==> src/rtl/irf_pkg.sv <==
// Constants for the two interrupt request flag registers.
// Assumes a 16-bit special function register bus on the system clock.
package irf_pkg;

	localparam int          REG_W           = 16;
	localparam int          IDX_W           = 5;

	// Register addresses
	localparam logic [15:0] ADDR_REQ_COMM   = 16'hF01A;
	localparam logic [15:0] ADDR_REQ_ANALOG = 16'hF01C;

	// Reset values
	localparam logic [15:0] RST_REQ_COMM    = 16'h0000;
	localparam logic [15:0] RST_REQ_ANALOG  = 16'h0000;

	// Bit positions, first group
	localparam int          BIT_SIO0        = 0;
	localparam int          BIT_SIO0_FIFO   = 1;
	localparam int          BIT_TWOWIRE0    = 2;
	localparam int          BIT_TWOWIRE1    = 3;
	localparam int          BIT_UART_RX     = 4;
	localparam int          BIT_UART_TX     = 5;
	localparam int          BIT_UART_FIFO   = 6;
	localparam int          BIT_LOWOSC      = 13;
	localparam int          BIT_VLSENSE     = 14;
	localparam int          BIT_MELODY0     = 15;

	// Bit positions, second group
	localparam int          BIT_SAR_ADC     = 0;
	localparam int          BIT_RC_ADC      = 1;
	localparam int          BIT_CMP0        = 4;
	localparam int          BIT_CMP1        = 5;
	localparam int          BIT_TIMER8_BASE = 8;

	// Bits that carry a source; the rest are plain storage
	localparam logic [15:0] SRC_MASK_COMM   = 16'hE07F;
	localparam logic [15:0] SRC_MASK_ANALOG = 16'hFF33;

	// Acceptance index: bit 4 picks the group, bits 3:0 the flag
	localparam logic [4:0]  IDX_NONE        = 5'h00;

	// Instruction hold after a flag or enable write
	localparam logic [1:0]  HOLD_INSTR      = 2'h1;

	typedef enum logic {
		GRP_COMM,
		GRP_ANALOG
	} irf_grp_t;

endpackage : irf_pkg

==> src/rtl/irf_flag_reg.sv <==
// One 16-bit request flag register with byte-lane writes.
// Assumes set and clear vectors are on the same clock as the bus.
`timescale 1ns/100ps
module irf_flag_reg
	import irf_pkg::*;
#(
	parameter logic [15:0] RST_VAL = 16'h0000
) (
	// Clock and reset
	input  wire logic              mclk,
	input  wire logic              rst_n,
	input  wire logic              clkEn,
	// Software write
	input  wire logic              wrEn,
	input  wire logic [1:0]        byteEn,
	input  wire logic [REG_W-1:0]  wrData,
	// Hardware set and acceptance clear
	input  wire logic [REG_W-1:0]  hwSet,
	input  wire logic [REG_W-1:0]  ackClr,
	// Stored flags
	output logic      [REG_W-1:0]  flags_q
);

	logic [REG_W-1:0] laneMask;
	logic [REG_W-1:0] written;
	logic [REG_W-1:0] flags_d;

	assign laneMask = {{8{byteEn[1]}}, {8{byteEn[0]}}};
	assign written  = wrEn ? ((flags_q & ~laneMask) | (wrData & laneMask)) : flags_q;
	// Source events beat both the acceptance clear and a software zero
	assign flags_d  = (written & ~ackClr) | hwSet;

	always_ff @(posedge mclk or negedge rst_n) begin
		if (!rst_n) begin
			flags_q <= RST_VAL;
		end else if (clkEn) begin
			flags_q <= flags_d;
		end
	end

endmodule : irf_flag_reg

==> src/rtl/irf_request_flags.sv <==
// Interrupt request flags for the communication/misc and analog/timer groups.
// Assumes peripherals, bus and CPU acceptance logic all run on mclk.
`timescale 1ns/100ps
module irf_request_flags
	import irf_pkg::*;
(
	// Clock, reset and freeze
	input  wire logic              mclk,
	input  wire logic              rst_n,
	input  wire logic              clkEn,
	// Special function register bus
	input  wire logic [15:0]       sfrAddr,
	input  wire logic [1:0]        sfrByteEn,
	input  wire logic              sfrWr,
	input  wire logic              sfrRd,
	input  wire logic [15:0]       sfrWdata,
	output logic      [15:0]       sfrRdata_q,
	// Communication and misc sources
	input  wire logic              syncSerial0Req,
	input  wire logic              syncSerial0FifoReq,
	input  wire logic              twowire0Req,
	input  wire logic              twowire1Req,
	input  wire logic              uartRxReq,
	input  wire logic              uartTxReq,
	input  wire logic              uartFifoReq,
	input  wire logic              lowspeedOscSwitchReq,
	input  wire logic              voltageLevelSenseReq,
	input  wire logic              melody0Req,
	// Analog and timer sources
	input  wire logic              sarAdcReq,
	input  wire logic              rcAdcReq,
	input  wire logic              comparator0Req,
	input  wire logic              comparator1Req,
	input  wire logic [7:0]        timer8Req,
	// Enables held elsewhere
	input  wire logic [15:0]       enableFlagsCommMisc,
	input  wire logic [15:0]       enableFlagsAnalogTimers,
	input  wire logic              masterIntEnable,
	input  wire logic              enableWrCommMisc,
	input  wire logic              enableWrAnalogTimers,
	// CPU core
	input  wire logic              instrDone,
	input  wire logic              cpuAck,
	input  wire logic [IDX_W-1:0]  cpuAckIdx,
	output logic                   intReq_q,
	output logic      [IDX_W-1:0]  intIdx_q,
	// Flag state
	output logic      [REG_W-1:0]  reqFlagsCommMisc,
	output logic      [REG_W-1:0]  reqFlagsAnalogTimers
);

	////////////////////////////////////////////////////////////////////////
	// Bus decode

	wire logic              hitComm;
	wire logic              hitAnalog;
	wire logic              wrComm;
	wire logic              wrAnalog;
	wire logic              anyAccessLane;

	assign anyAccessLane = |sfrByteEn;
	assign hitComm       = (sfrAddr[15:1] == ADDR_REQ_COMM[15:1]);
	assign hitAnalog     = (sfrAddr[15:1] == ADDR_REQ_ANALOG[15:1]);
	assign wrComm        = sfrWr && hitComm && anyAccessLane;
	assign wrAnalog      = sfrWr && hitAnalog && anyAccessLane;

	////////////////////////////////////////////////////////////////////////
	// Source event vectors

	wire logic [REG_W-1:0]  srcComm;
	wire logic [REG_W-1:0]  srcAnalog;

	assign srcComm = {
		melody0Req,
		voltageLevelSenseReq,
		lowspeedOscSwitchReq,
		5'h00,
		1'b0,
		uartFifoReq,
		uartTxReq,
		uartRxReq,
		twowire1Req,
		twowire0Req,
		syncSerial0FifoReq,
		syncSerial0Req
	};

	assign srcAnalog = {
		timer8Req,
		2'h0,
		comparator1Req,
		comparator0Req,
		2'h0,
		rcAdcReq,
		sarAdcReq
	};

	////////////////////////////////////////////////////////////////////////
	// Acceptance decode

	wire logic [REG_W-1:0]  ackOneHot;
	wire logic [REG_W-1:0]  ackClrComm;
	wire logic [REG_W-1:0]  ackClrAnalog;
	wire logic              ackGrpAnalog;

	assign ackGrpAnalog = cpuAckIdx[4];
	assign ackOneHot    = REG_W'(16'h0001 << cpuAckIdx[3:0]);
	assign ackClrComm   = (cpuAck && !ackGrpAnalog) ? ackOneHot : 16'h0000;
	assign ackClrAnalog = (cpuAck && ackGrpAnalog) ? ackOneHot : 16'h0000;

	////////////////////////////////////////////////////////////////////////
	// Flag storage

	irf_flag_reg #(
		.RST_VAL (RST_REQ_COMM)
	) u_commFlags (
		.mclk    (mclk),
		.rst_n   (rst_n),
		.clkEn   (clkEn),
		.wrEn    (wrComm),
		.byteEn  (sfrByteEn),
		.wrData  (sfrWdata),
		.hwSet   (srcComm & SRC_MASK_COMM),
		.ackClr  (ackClrComm),
		.flags_q (reqFlagsCommMisc)
	);

	irf_flag_reg #(
		.RST_VAL (RST_REQ_ANALOG)
	) u_analogFlags (
		.mclk    (mclk),
		.rst_n   (rst_n),
		.clkEn   (clkEn),
		.wrEn    (wrAnalog),
		.byteEn  (sfrByteEn),
		.wrData  (sfrWdata),
		.hwSet   (srcAnalog & SRC_MASK_ANALOG),
		.ackClr  (ackClrAnalog),
		.flags_q (reqFlagsAnalogTimers)
	);

	////////////////////////////////////////////////////////////////////////
	// Qualification per flag

	wire logic [2*REG_W-1:0] flatFlags;
	wire logic [2*REG_W-1:0] flatEnable;
	wire logic [2*REG_W-1:0] flatSrcMask;
	wire logic [2*REG_W-1:0] qualified;

	assign flatFlags   = {reqFlagsAnalogTimers, reqFlagsCommMisc};
	assign flatEnable  = {enableFlagsAnalogTimers, enableFlagsCommMisc};
	assign flatSrcMask = {SRC_MASK_ANALOG, SRC_MASK_COMM};

	genvar gi;
	generate
		for (gi = 0; gi < 2*REG_W; gi++) begin : g_qual
			// Storage-only bits never reach the CPU
			assign qualified[gi] = flatFlags[gi] && flatEnable[gi] && flatSrcMask[gi]
				&& masterIntEnable;
		end
	endgenerate

	////////////////////////////////////////////////////////////////////////
	// Lowest index wins

	function automatic logic [IDX_W-1:0] firstSet(input logic [2*REG_W-1:0] vec);
		logic [IDX_W-1:0] idx;
		idx = IDX_NONE;
		for (int i = 2*REG_W-1; i >= 0; i--) begin
			if (vec[i]) begin
				idx = IDX_W'(i);
			end
		end
		return idx;
	endfunction : firstSet

	wire logic              anyQualified;
	wire logic [IDX_W-1:0]  pickIdx;

	assign anyQualified = |qualified;
	assign pickIdx      = firstSet(qualified);

	////////////////////////////////////////////////////////////////////////
	// Hold after a flag or enable write

	typedef enum logic [1:0] {
		HOLD_IDLE,
		HOLD_ARMED,
		HOLD_WAIT
	} irf_hold_t;

	irf_hold_t   holdState_q;
	irf_hold_t   holdState_d;
	logic [1:0]  holdCnt_q;
	logic [1:0]  holdCnt_d;
	wire logic   anyCfgWrite;
	wire logic   holdActive;

	assign anyCfgWrite = wrComm || wrAnalog || enableWrCommMisc || enableWrAnalogTimers;

	always_comb begin
		holdState_d = holdState_q;
		holdCnt_d   = holdCnt_q;
		unique case (holdState_q)
			HOLD_IDLE: begin
				if (anyCfgWrite) begin
					holdState_d = HOLD_ARMED;
				end
			end
			// The writing instruction itself finishes first
			HOLD_ARMED: begin
				if (instrDone) begin
					holdState_d = HOLD_WAIT;
					holdCnt_d   = HOLD_INSTR;
				end
			end
			HOLD_WAIT: begin
				if (anyCfgWrite) begin
					holdState_d = HOLD_ARMED;
				end else if (instrDone) begin
					holdCnt_d = holdCnt_q - 2'h1;
					if (holdCnt_q == 2'h1) begin
						holdState_d = HOLD_IDLE;
					end
				end
			end
		endcase
	end

	always_ff @(posedge mclk or negedge rst_n) begin
		if (!rst_n) begin
			holdState_q <= HOLD_IDLE;
			holdCnt_q   <= 2'h0;
		end else if (clkEn) begin
			holdState_q <= holdState_d;
			holdCnt_q   <= holdCnt_d;
		end
	end

	assign holdActive = (holdState_q != HOLD_IDLE) || anyCfgWrite;

	////////////////////////////////////////////////////////////////////////
	// Request to CPU

	wire logic  reqNext;
	wire logic  ackThisCycle;

	// Drop the request in the accept cycle so the next pick sees cleared flags
	assign ackThisCycle = cpuAck;
	assign reqNext      = anyQualified && !holdActive && !ackThisCycle;

	always_ff @(posedge mclk or negedge rst_n) begin
		if (!rst_n) begin
			intReq_q <= 1'b0;
			intIdx_q <= IDX_NONE;
		end else if (clkEn) begin
			intReq_q <= reqNext;
			intIdx_q <= reqNext ? pickIdx : IDX_NONE;
		end
	end

	////////////////////////////////////////////////////////////////////////
	// Read data

	wire logic [15:0] rdMux;
	wire logic [15:0] rdLaneMask;

	assign rdLaneMask = {{8{sfrByteEn[1]}}, {8{sfrByteEn[0]}}};
	assign rdMux = hitComm   ? reqFlagsCommMisc     :
	               hitAnalog ? reqFlagsAnalogTimers :
	                           16'h0000;

	always_ff @(posedge mclk or negedge rst_n) begin
		if (!rst_n) begin
			sfrRdata_q <= 16'h0000;
		end else if (clkEn && sfrRd) begin
			sfrRdata_q <= rdMux & rdLaneMask;
		end
	end

endmodule : irf_request_flags

==> config.mk <==
export PLATFORM = sky130hd
export DESIGN_NAME = irf_request_flags
export DESIGN_NICKNAME = d
export VERILOG_FILES = /design/src/rtl/irf_pkg.sv /design/src/rtl/irf_flag_reg.sv /design/src/rtl/irf_request_flags.sv
export SDC_FILE = /design/constraint.sdc
export NUM_CORES = 1
export LEC_CHECK = 0
export BUFFER_PORTS_ARGS = -buffer_cell sky130_fd_sc_hd__buf_2
export CORE_MARGIN = 2
export CORE_UTILIZATION = 49
export DETAILED_ROUTE_END_ITERATION = 10
export PLACE_DENSITY = 0.81
export SLEW_MARGIN = 5
export SYNTH_ARGS = -nofsm -noshare
export SYNTH_HDL_FRONTEND = slang
export SYNTH_SLANG_ARGS = --single-unit
==> constraint.sdc <==
create_clock -name mclk -period 2 [get_ports mclk]
set_clock_uncertainty 0.05 [all_clocks]
set_input_delay 0.1 -clock mclk [delete_from_list [all_inputs] [get_ports mclk]]
set_output_delay 0.1 -clock mclk [all_outputs]
set_load 0.05 [all_outputs]
==> results of run 1 <==
==> cell usage in the layout (no fill, tap or decap), types with 12 or more instances in the layout <==
master and n:
buf_2 145, dfrtp_1 58, inv_1 15, and2_1 12
a31o_2 18, buf_4 23, a22o_1 31, clkbuf_8 12
o21ai_0 50, nor2_1 36, nand2_1 64, a22oi_1 19
==> stage by stage <==
stage,instance area (um2),utilization,instances
3_5_place_dp,4690,0.617,690
4_1_cts,4950,0.651,713
6_report,4970,0.653,713
2_1_floorplan,3780,-,442
5_1_grt,4970,0.653,713
3_3_place_gp,4690,0.617,690
==> worst max path at each step <==
stage | end | depth (start not counted) | start
6_report | intIdx_q[1] | 5 | u_analogFlags.flags_q[8]
5_1_grt | intIdx_q[1] | 5 | u_analogFlags.flags_q[8]
2_1_floorplan | intIdx_q[0] | 5 | u_analogFlags.flags_q[8]
3_3_place_gp | intIdx_q[0] | 5 | u_analogFlags.flags_q[8]
3_5_place_dp | intIdx_q[1] | 5 | u_analogFlags.flags_q[8]
4_1_cts | intIdx_q[1] | 5 | u_analogFlags.flags_q[8]
==> metal layers <==
| layer | global-route usage | share of wire | routed length [um] | up-vias |
|---|---|---|---|---|
| li1 | - | - | - | 1975 |
| met2 | 0.510 | 0.46 | 6310 | 306 |
| met3 | 0.0641 | 0.10 | 1370 | 35 |
| met5 | 0 | 0 | 0 | - |
| met1 | 0.459 | 0.41 | 5620 | 2018 |
| met4 | 0.111 | 0.024 | 329 | 0 |
==> flip-flops by register name, summed over array words and instances, names as in the netlist <==
name,cells
intIdx_q,5
u_commFlags.flags_q,16
holdCnt_q,2
sfrRdata_q,16
u_analogFlags.flags_q,16
holdState_q,2
intReq_q,1
==> cell type report <==
cell class / instances / area [um2]
flip-flops and latches: 58 / 1450
inverters: 15 / 56.3
clock inverters: 4 / 25.0
multi-input cells: 344 / 2120
clock buffers: 12 / 165
fillers: 671 / 2640
well taps: 102 / 128
repair buffers: 178 / 1030
==> power groups by stage <==
| stage | sequential, uW | clock (uW) | combinational [uW] |
|---|---|---|---|
| 4_1_cts | 1290 | 1050 | 678 |
| 2_1_floorplan | 1420 | 0 | 280 |
| 5_1_grt | 1300 | 1110 | 748 |
| 6_report | 1300 | 1040 | 692 |
| 3_5_place_dp | 1310 | 0 | 663 |
| 3_3_place_gp | 1310 | 0 | 651 |
==> repair_timing <==
item / CTS / global route
endpoints found under the setup margin: 0 / 3
gates resized for setup: 0 / 2
hold endpoints to repair: 64 / 0
hold buffers: 7 / 0
==> cell families (layout without fill, tap and decap cells) <==
logic type                 count (synthesis)  count (layout)  share of synthesized area
AOI/OAI and AO/OA                        175             175                      0.326
and+or+nand+nor                          168             168                      0.226
DFF                                       58              58                      0.384
adders and majority gates                  1               1                    0.00331
buffers and inverters                     40             209                     0.0600
==> worst min-delay path, stage by stage <==
cell	delay [ns]
buf_2	0.08
a31o_2	0.08
a22o_1	0.13
==> summary.txt, run 1 <==
Critical path
  – R2R Path End: intIdx_q[1]
  – Worst EP required: 2.13 ns
  – Buf+Inv Stages, Crit Path: 0
  – Setup crit start kind: register
  – Max FO, Critical Path: 3
  – Delay-heaviest family, CP: compound AO/OA/AOI/OAI gates
  – FF-to-FF path depth: 5
  – Critical path's slowest cell: dfrtp_1
  – CP Cell Sequence: a22o_1, o41ai_4, nand4_1, o211ai_1, o32ai_1
  – R2R Setup Slk: 0.12 ns
  – Crit path kind: register to register
  – Max incr delay on CP: 0.39 ns
  – Arr. time, crit path: 2.01 ns
  – Worst R2R Start: u_analogFlags.flags_q[8]
  – CP endpoint kind: register

Die
  – Die X: 91.8 um
  – FP Rows: 32
  – Die area: 8420 um2
  – Core ar.: 7610 um2
  – I/O pin count: 157
  – Initial core utilization: 0.496
  – DIE HEIGHT: 91.8 um

Logic synthesis
  – Yosys top cell area share: 0.384
  – Distinct cells, synth: 57
  – Cell count after synthesis: 442
  – Syn nets: 546
  – EDFF count, synth: 0
  – Yosys reg bits: 58
  – Async set-reset flop share out of synthesis: 1.00
  – Commonest cells in the synthesized netlist: 64 x nand2_1, 58 x dfrtp_1, 50 x o21ai_0, 36 x nor2_1, 31 x a22o_1
  – Mapped Avg Cell Area: 8.54 um2
  – Synthesized area: 3780 um2
  – Most numerous cell in the Yosys netlist: nand2_1
  – Leading area contributor after synthesis: dfrtp_1
  – Top cells by area, synth: dfrtp_1 38%, a22o_1 7.2%, o21ai_0 6.6%
  – Seq/Total Area, Yosys: 0.384
  – Yosys warnings: 0
  – Top_reg_cell synth: dfrtp_1

Status
  – Run status: complete, no violations

Clock tree
  – Num Clock Sinks: 58
  – Setup Fix Bufs, Post-CTS: 0
  – H-tree levels: 3
  – CTS tree: yes
  – Num CTS Buffers: 9
  – Clk buf depth: 2
  – Worst-skew pair later-pin latency: 0.34 ns
  – Clock-pin slew on the worst setup and hold paths: 0.07 ns
  – CTS root buf: clkbuf_8

Timing
  – Fin Hold WS: 0.0332 ns
  – RSZ-0062 raised after global routing: false
  – Tcrit/Tclk final: 0.938
  – Highest clock rate: 0.533 GHz
  – Endpoints failing setup: 0
  – Max-slew violations: 0
  – Hold Vio Cnt, Final: 0
  – PnR worst setup slack: 0.123 ns
  – Setup TNS: 0 ns
  – Slew headroom: 0.522
  – Minimum clock period: 1.88 ns
  – Worst slew pin tran: 0.715 ns

Power and ir drop
  – Pwr per Cell Area: 610 nW/um2
  – Clock share of power: 0.344
  – Switch Pwr: 994 uW
  – P_int: 2040 uW
  – Gate power share: 0.228
  – Sequential share of power: 0.427
  – Lkg Pwr: 0.00227 uW
  – Max VDD drop: 0.428 mV
  – Switch share: 0.328
  – Total chip power: 3030 uW

GRT
  – Gr ovfl total: 0
  – Pin count of the biggest net entering global routing: 76
  – Initial antenna violation count: 0
  – Vias in the first global route: 4100
  – Gr usage total: 0.328
  – First-pass GRT wire length: 21400 um

Routing
  – Drt wl/cell: 19.1 um
  – Final ANT Viol Nets: 0
  – Drt first pass iters: 5
  – Final wirelength: 13600 um
  – Via/cell ratio: 6.08
  – Initial drt markers: 413
  – DRC viols: 0
  – Vias: 4334

Hold path
  – Hold WC Path Type: input port to register
  – WHS Path Cells: 3
  – Worst Hold Launch: twowire0Req
  – Worst Hold Endpoint: u_commFlags.flags_q[2]

Placed design
  – Post-DP HPWL: 10100 um
  – GP Congestion: 0.926
  – IO buf count: 145
  – Worst Setup Slack post-DPL: 0.117 ns

Cells and area
  – Area growth, synth to finish: 31.6%
  – Nets: 710
  – Ratio of cells with drive above 1 in the final layout: 0.357
  – N_diodes: 0

Flow run
  – Max Cap Viol: 0
Note: power is estimated with default switching activity, not from simulation.
==> inputs of run 2 (changes only) <==
- CORE_ASPECT_RATIO: not set -> 1.2
- CTS_BUF_LIST: not set -> sky130_fd_sc_hd__clkbuf_4 sky130_fd_sc_hd__clkbuf_8 sky130_fd_sc_hd__clkbuf_16
==> run 2 against run 1 <==
  * Maximum frequency decreased by 0.31%
  * Critical path type unchanged
  * Critical path depth stayed put
  * Sequential cell count is the same
  * Sequential share of layout area rose by 0.73 points
  * Routed wire length decreased by 6.8%
==> summary.txt, run 2 (synthesis gave the netlist of run 1 again) <==
Status
  – Run status: complete, no violations

GRT
  – Initial antenna violation count: 0 (unchanged)
  – Pin count of the biggest net entering global routing: 76 (unchanged)
  – Gr ovfl total: 0 (unchanged)
  – Gr usage total: 0.294 (-0.0340)
  – Vias in the first global route: 3847 (-6.2%)
  – First-pass GRT wire length: 19400 um (-9.4%)

Placed design
  – GP Congestion: 0.953 (+2.9%)
  – Post-DP HPWL: 9730 um (-3.7%)
  – IO buf count: 145 (unchanged)

Routing
  – Drt wl/cell: 18.4 um (-3.8%)
  – Initial drt markers: 362 (-12%)
  – Final wirelength: 12700 um (-6.8%)
  – Final ANT Viol Nets: 0 (unchanged)
  – Drt first pass iters: 5 (unchanged)
  – Via/cell ratio: 6.15 (+1.1%)
  – Vias: 4248 (-2.0%)
  – DRC viols: 0 (unchanged)

Cells and area
  – Commonest non-fill, non-tap cell in the layout: buf_2
  – Largest regs: sfrRdata_q: 16 flops, u_analogFlags.flags_q: 16 flops, u_commFlags.flags_q: 16 flops
  – Area growth, synth to finish: 28.4%
  – Nets: 700 (-1.4%)
  – Final Core Density: 0.640 (-0.0133)
  – Most frequent cells in the layout: 145 x buf_2, 64 x nand2_1, 58 x dfrtp_1
  – Ratio of cells with drive above 1 in the final layout: 0.344 (-0.0129)
  – N_diodes: 0 (unchanged)

Die
  – Die area: 8430 um2 (about the same)
  – Core ar.: 7580 um2 (-0.41%)
  – FP Rows: 35 (+9.4%)
  – I/O pin count: 157 (unchanged)
  – DIE HEIGHT: 100 um (+9.1%)
  – Initial core utilization: 0.498 (+0.00205)
  – Die X: 84.1 um (-8.3%)

Hold path
  – WHS Path Cells: 3 (unchanged)
  – Hold WC Path Type: input port to register
  – Worst Hold Launch: rcAdcReq
  – Worst Hold Endpoint: u_analogFlags.flags_q[1]

Critical path
  – R2R Path End: intIdx_q[1]
  – R2R Setup Slk: 0.12 ns (about the same)
  – Max incr delay on CP: 0.43 ns (+0.04 ns)
  – Max FO, Critical Path: 5 (+2)
  – Critical path's slowest cell: dfrtp_1
  – Crit path kind: register to register
  – Arr. time, crit path: 2.03 ns (+0.02 ns)
  – Worst EP required: 2.15 ns (+0.02 ns)
  – Setup crit start kind: register
  – CP Cell Sequence: a22o_1, o41ai_1, nand4_1, o211ai_1, o32ai_1
  – Worst R2R Start: u_analogFlags.flags_q[14]
  – FF-to-FF path depth: 5 (unchanged)
  – CP endpoint kind: register

Timing
  – Minimum clock period: 1.88 ns (+0.00584 ns)
  – Fin Hold WS: 0.0321 ns (-0.00117 ns)
  – Max-slew violations: 0 (unchanged)
  – Slew headroom: 0.585 (+0.0631)
  – Tcrit/Tclk final: 0.941 (+0.00292)
  – Hold Vio Cnt, Final: 0 (unchanged)
  – RSZ-0062 raised after global routing: false
  – Worst slew pin tran: 0.622 ns (-0.0929 ns)
  – Setup TNS: 0 ns (unchanged)
  – Highest clock rate: 0.531 GHz (-0.31%)
  – Endpoints failing setup: 0 (unchanged)

Power and ir drop
  – Max VDD drop: 0.368 mV (-14%)
  – Pwr per Cell Area: 613 nW/um2 (+0.45%)
  – Lkg Pwr: 0.00222 uW (-2.6%)

Clock tree
  – Cts repair resizes: 0 (unchanged)
  – Num CTS Buffers: 9 (unchanged)
  – Clk buf depth: 2 (unchanged)
  – Clock-pin slew on the worst setup and hold paths: 0.07 ns (about the same)
  – CTS root buf: clkbuf_8
  – Worst-skew pair later-pin latency: 0.34 ns (about the same)
  – H-tree levels: 3 (unchanged)
  – CTS tree: yes
  – Num Clock Sinks: 58 (unchanged)

Flow run
  – Max Cap Viol: 0 (unchanged)
==> run 2: cell type report <==
cell class	count	area, um2
repair buffers	168	951
clock inverters	2	12.5
multi-input cells	344	2100
well taps	92	115
inverters	15	56.3
flip-flops and latches	58	1450
clock buffers	12	165
fillers	626	2730
==> run 2: how the worst max path moves through the flow <==
| stage | startpoint | end | depth (start not counted) |
|---|---|---|---|
| 2_1_floorplan | u_analogFlags.flags_q[8] | intIdx_q[0] | 5 |
| 3_3_place_gp | u_analogFlags.flags_q[14] | intIdx_q[1] | 5 |
| 3_5_place_dp | u_analogFlags.flags_q[14] | intIdx_q[1] | 5 |
| 4_1_cts | u_analogFlags.flags_q[14] | intIdx_q[1] | 5 |
| 5_1_grt | u_analogFlags.flags_q[14] | intIdx_q[1] | 5 |
| 6_report | u_analogFlags.flags_q[14] | intIdx_q[1] | 5 |
==> run 2: what timing repair did <==
item,in CTS,in global routing
hold buffers,6,0
setup buffers,0,0
endpoints found under the setup margin,0,0
endpoints found under the hold margin,28,0
==> run 2: through the flow <==
step	setup slack, ns	cells	power, uW	cell area [um2]
floorplan	0.0622	442	1700	3780
global route	0.0288	691	3100	4850
CTS	0.145	691	2970	4850
finish	0.117	691	2970	4850
detailed placement	0.167	671	1970	4610
global placement	0.165	671	1940	4610
==> run 2: power by group <==
| group | internal, uW | switching, uW | leakage, uW |
|---|---|---|---|
| registers | 1230 | 67.7 | 0.000673 |
| logic | 253 | 417 | 0.00145 |
| clock network | 535 | 465 | 0.0000903 |
| total | 2020 | 950 | 0.00222 |
==> run 2: layer usage <==
layer / wire [um] / global-route usage / share of wire / up-vias
met5: 0 / 0 / 0 / -
met4: 305 / 0.0943 / 0.024 / 0
met3: 1110 / 0.0732 / 0.087 / 27
met2: 6260 / 0.487 / 0.49 / 234
met1: 5030 / 0.379 / 0.40 / 2033
li1: - / - / - / 1954
==> run 2: critical path: cells and delay by family (launching register included) <==
| kind | cells | cell delay, ns |
|---|---|---|
| and+or+nand+nor | 1 | 0.18 |
| AOI/OAI and AO/OA | 4 | 1.09 |
| DFF | 1 | 0.43 |
==> inputs of run 3 (changes only) <==
- CAP_MARGIN: not set -> 5
- CORE_UTILIZATION: 49 -> 35
- PLACE_DENSITY: 0.81 -> not set
==> run 3 against run 2 <==
  * Clock power rose by 60%
  * Die area increased by 38%
  * Critical path depth stayed put
  * Non-clock buffer count rose by 9
  * Sequential share of layout area fell by 1.3 points
  * Utilization is 16 points lower
  * Sequential power about the same
  * Cell count is 6.8% higher
  * Worst setup slack better by 0.026 ns
  * Via count shrank 0.45%
  * Routed wire length grew 9.8%
  * Critical endpoint unchanged
  * First-iteration DRC count fell by 12%
  * Highest routed layer unchanged
==> summary.txt, run 3 (synthesis gave the netlist of run 1 again) <==
Clock tree
  – Setup Fix Bufs, Post-CTS: 0 (unchanged)
  – Clk buf depth: 2 (unchanged)
  – CTS root buf: clkbuf_16
  – Num CTS Buffers: 9 (unchanged)
  – H-tree levels: 3 (unchanged)
  – Num Clock Sinks: 58 (unchanged)
  – Clock-pin slew on the worst setup and hold paths: 0.05 ns (-0.02 ns)
  – Worst-skew pair later-pin latency: 0.33 ns (about the same)
  – CTS tree: yes

Routing
  – Final wirelength: 14000 um (+9.8%)
  – Initial drt markers: 317 (-12%)
  – Drt first pass iters: 6 (+1)
  – Drt wl/cell: 18.9 um (+2.8%)
  – Via/cell ratio: 5.73 (-6.8%)
  – Final ANT Viol Nets: 0 (unchanged)
  – Vias: 4229 (-0.45%)
  – DRC viols: 0 (unchanged)

Critical path
  – CP endpoint kind: register
  – Max FO, Critical Path: 3 (-2)
  – Max incr delay on CP: 0.41 ns (-0.02 ns)
  – Setup crit start kind: register
  – CP Cell Sequence: a22o_1, o41ai_2, nand4_1, o211ai_1, o32ai_1
  – Worst EP required: 2.14 ns (about the same)
  – Crit path kind: register to register
  – FF-to-FF path depth: 5 (unchanged)
  – Critical path's slowest cell: o41ai_2
  – Arr. time, crit path: 1.99 ns (-0.04 ns)

Timing
  – Highest clock rate: 0.538 GHz (+1.4%)
  – Endpoints failing setup: 0 (unchanged)
  – Setup TNS: 0 ns (unchanged)
  – Max-slew violations: 0 (unchanged)
  – RSZ-0062 raised after global routing: false
  – Minimum clock period: 1.86 ns (-0.0256 ns)
  – Fin Hold WS: 0.0200 ns (-0.0121 ns)
  – Hold Vio Cnt, Final: 0 (unchanged)
  – Worst slew pin tran: 0.768 ns (+0.146 ns)
  – Slew headroom: 0.488 (-0.0972)
  – Tcrit/Tclk final: 0.929 (-0.0128)

GRT
  – Initial antenna violation count: 0 (unchanged)
  – Gr ovfl total: 0 (unchanged)
  – Pin count of the biggest net entering global routing: 59 (-22%)
  – Gr usage total: 0.234 (-0.0601)
  – First-pass GRT wire length: 21300 um (+9.8%)
  – Vias in the first global route: 4130 (+7.4%)

Hold path
  – Hold WC Path Type: input port to register
  – WHS Path Cells: 3 (unchanged)

Die
  – DIE HEIGHT: 118 um (+18%)
  – FP Rows: 41 (+17%)
  – I/O pin count: 157 (unchanged)
  – Die X: 98.8 um (+17%)
  – Initial core utilization: 0.359 (-0.139)
  – Die area: 11600 um2 (+38%)
  – Core ar.: 10500 um2 (+39%)

Placed design
  – IO buf count: 145 (unchanged)
  – Post-DP HPWL: 10700 um (+9.9%)
  – GP Congestion: 0.976 (+2.3%)
  – Area post-placement: 4710 um2 (+2.1%)
  – Placed cells: 718 (+7.0%)

Cells and area
  – Ratio of cells with drive above 1 in the final layout: 0.358 (+0.0141)
  – Nets: 709 (+1.3%)
  – Final instance area: 5070 um2 (+4.6%)
  – Multi-input gate area: 2110 um2 (+0.36%)
  – Final Core Density: 0.483 (-0.158)
  – Largest regs: sfrRdata_q: 16 flops, u_analogFlags.flags_q: 16 flops, u_commFlags.flags_q: 16 flops
  – N_diodes: 0 (unchanged)
  – Most frequent cells in the layout: 145 x buf_2, 64 x nand2_1, 58 x dfrtp_1
  – Fillers: 1036 (+65%)
  – Reg area: 1450 um2 (unchanged)
  – Area growth, synth to finish: 34.4%
  – Final std cells w/o fill: 738 (+6.8%)
  – Commonest non-fill, non-tap cell in the layout: buf_2

Power and ir drop
  – Pwr per Cell Area: 708 nW/um2 (+15%)
  – Lkg Pwr: 0.00232 uW (+4.5%)
  – Max VDD drop: 0.324 mV (-12%)

Status
  – Run status: complete, no violations

Flow run
  – Max Cap Viol: 0 (unchanged)
-- run 3: cell count changes in the layout (fill, tap and decap cells not counted), sizes merged --
cell,delta
dlygate4sd3,-1
bufinv,+1
buf,+10
clkbuf,+1
clkinvlp,-1
-- run 3: report_power, final --
part           total, uW  switching (uW)  leakage (uW)  internal (uW)
clock               1600             532      0.000155           1070
sequential          1300            63.8      0.000673           1240
combinational        690             433       0.00149            256
-- run 3: timing repair --
item | 4_1_cts | 5_1_grt
hold buffers | 5 | 0
hold endpoints to repair | 62 | 0
resized for setup | 0 | 1
endpoints found under the setup margin | 0 | 3
-- run 3: final timing paths --
path | slack [ns] | startpoint | end
setup / recovery | 0.14 | u_analogFlags.flags_q[10] | intIdx_q[1]
hold / removal | 0.02 | sfrWdata[10] | u_commFlags.flags_q[10]
setup reg to reg | 0.14 | u_analogFlags.flags_q[10] | intIdx_q[1]
hold reg to reg | 0.43 | sfrRdata_q[12] | sfrRdata_q[12]
max in group asynchronous | 0.98 | rst_n | u_analogFlags.flags_q[11]
min in group asynchronous | 0.43 | rst_n | sfrRdata_q[6]
-- run 3: area by class of cell --
class	count	area share
Multi-Input combinational cell	344	0.415
Tap cell	129	0.0318
Timing Repair Buffer	177	0.195
Clock buffer	13	0.0540
Clock inverter	2	0.00690
Inverter	15	0.0111
Sequential cell	58	0.286
-- run 3: per-layer routing --
metal  track usage  part of all wire  vias to the layer above
met4        0.0848             0.025                        0
li1              -                 -                     1983
met1         0.304              0.42                     2002
met5             0                 0                        -
met2         0.381              0.48                      209
met3        0.0493             0.074                       35
-- run 3: stage by stage --
step	worst slack, ns	total power (uW)
floorplan	0.0622	1700
global placement	0.170	1970
detailed placement	0.133	1990
CTS	0.106	3600
global route	0.0588	3730
finish	0.143	3590
-- run 3: worst max-delay path: cells and delay by family, from the launching register on --
| family | cells | cell delay (ns) |
|---|---|---|
| DFF | 1 | 0.40 |
| and+or+nand+nor | 1 | 0.18 |
| AOI/OAI and AO/OA | 4 | 1.09 |
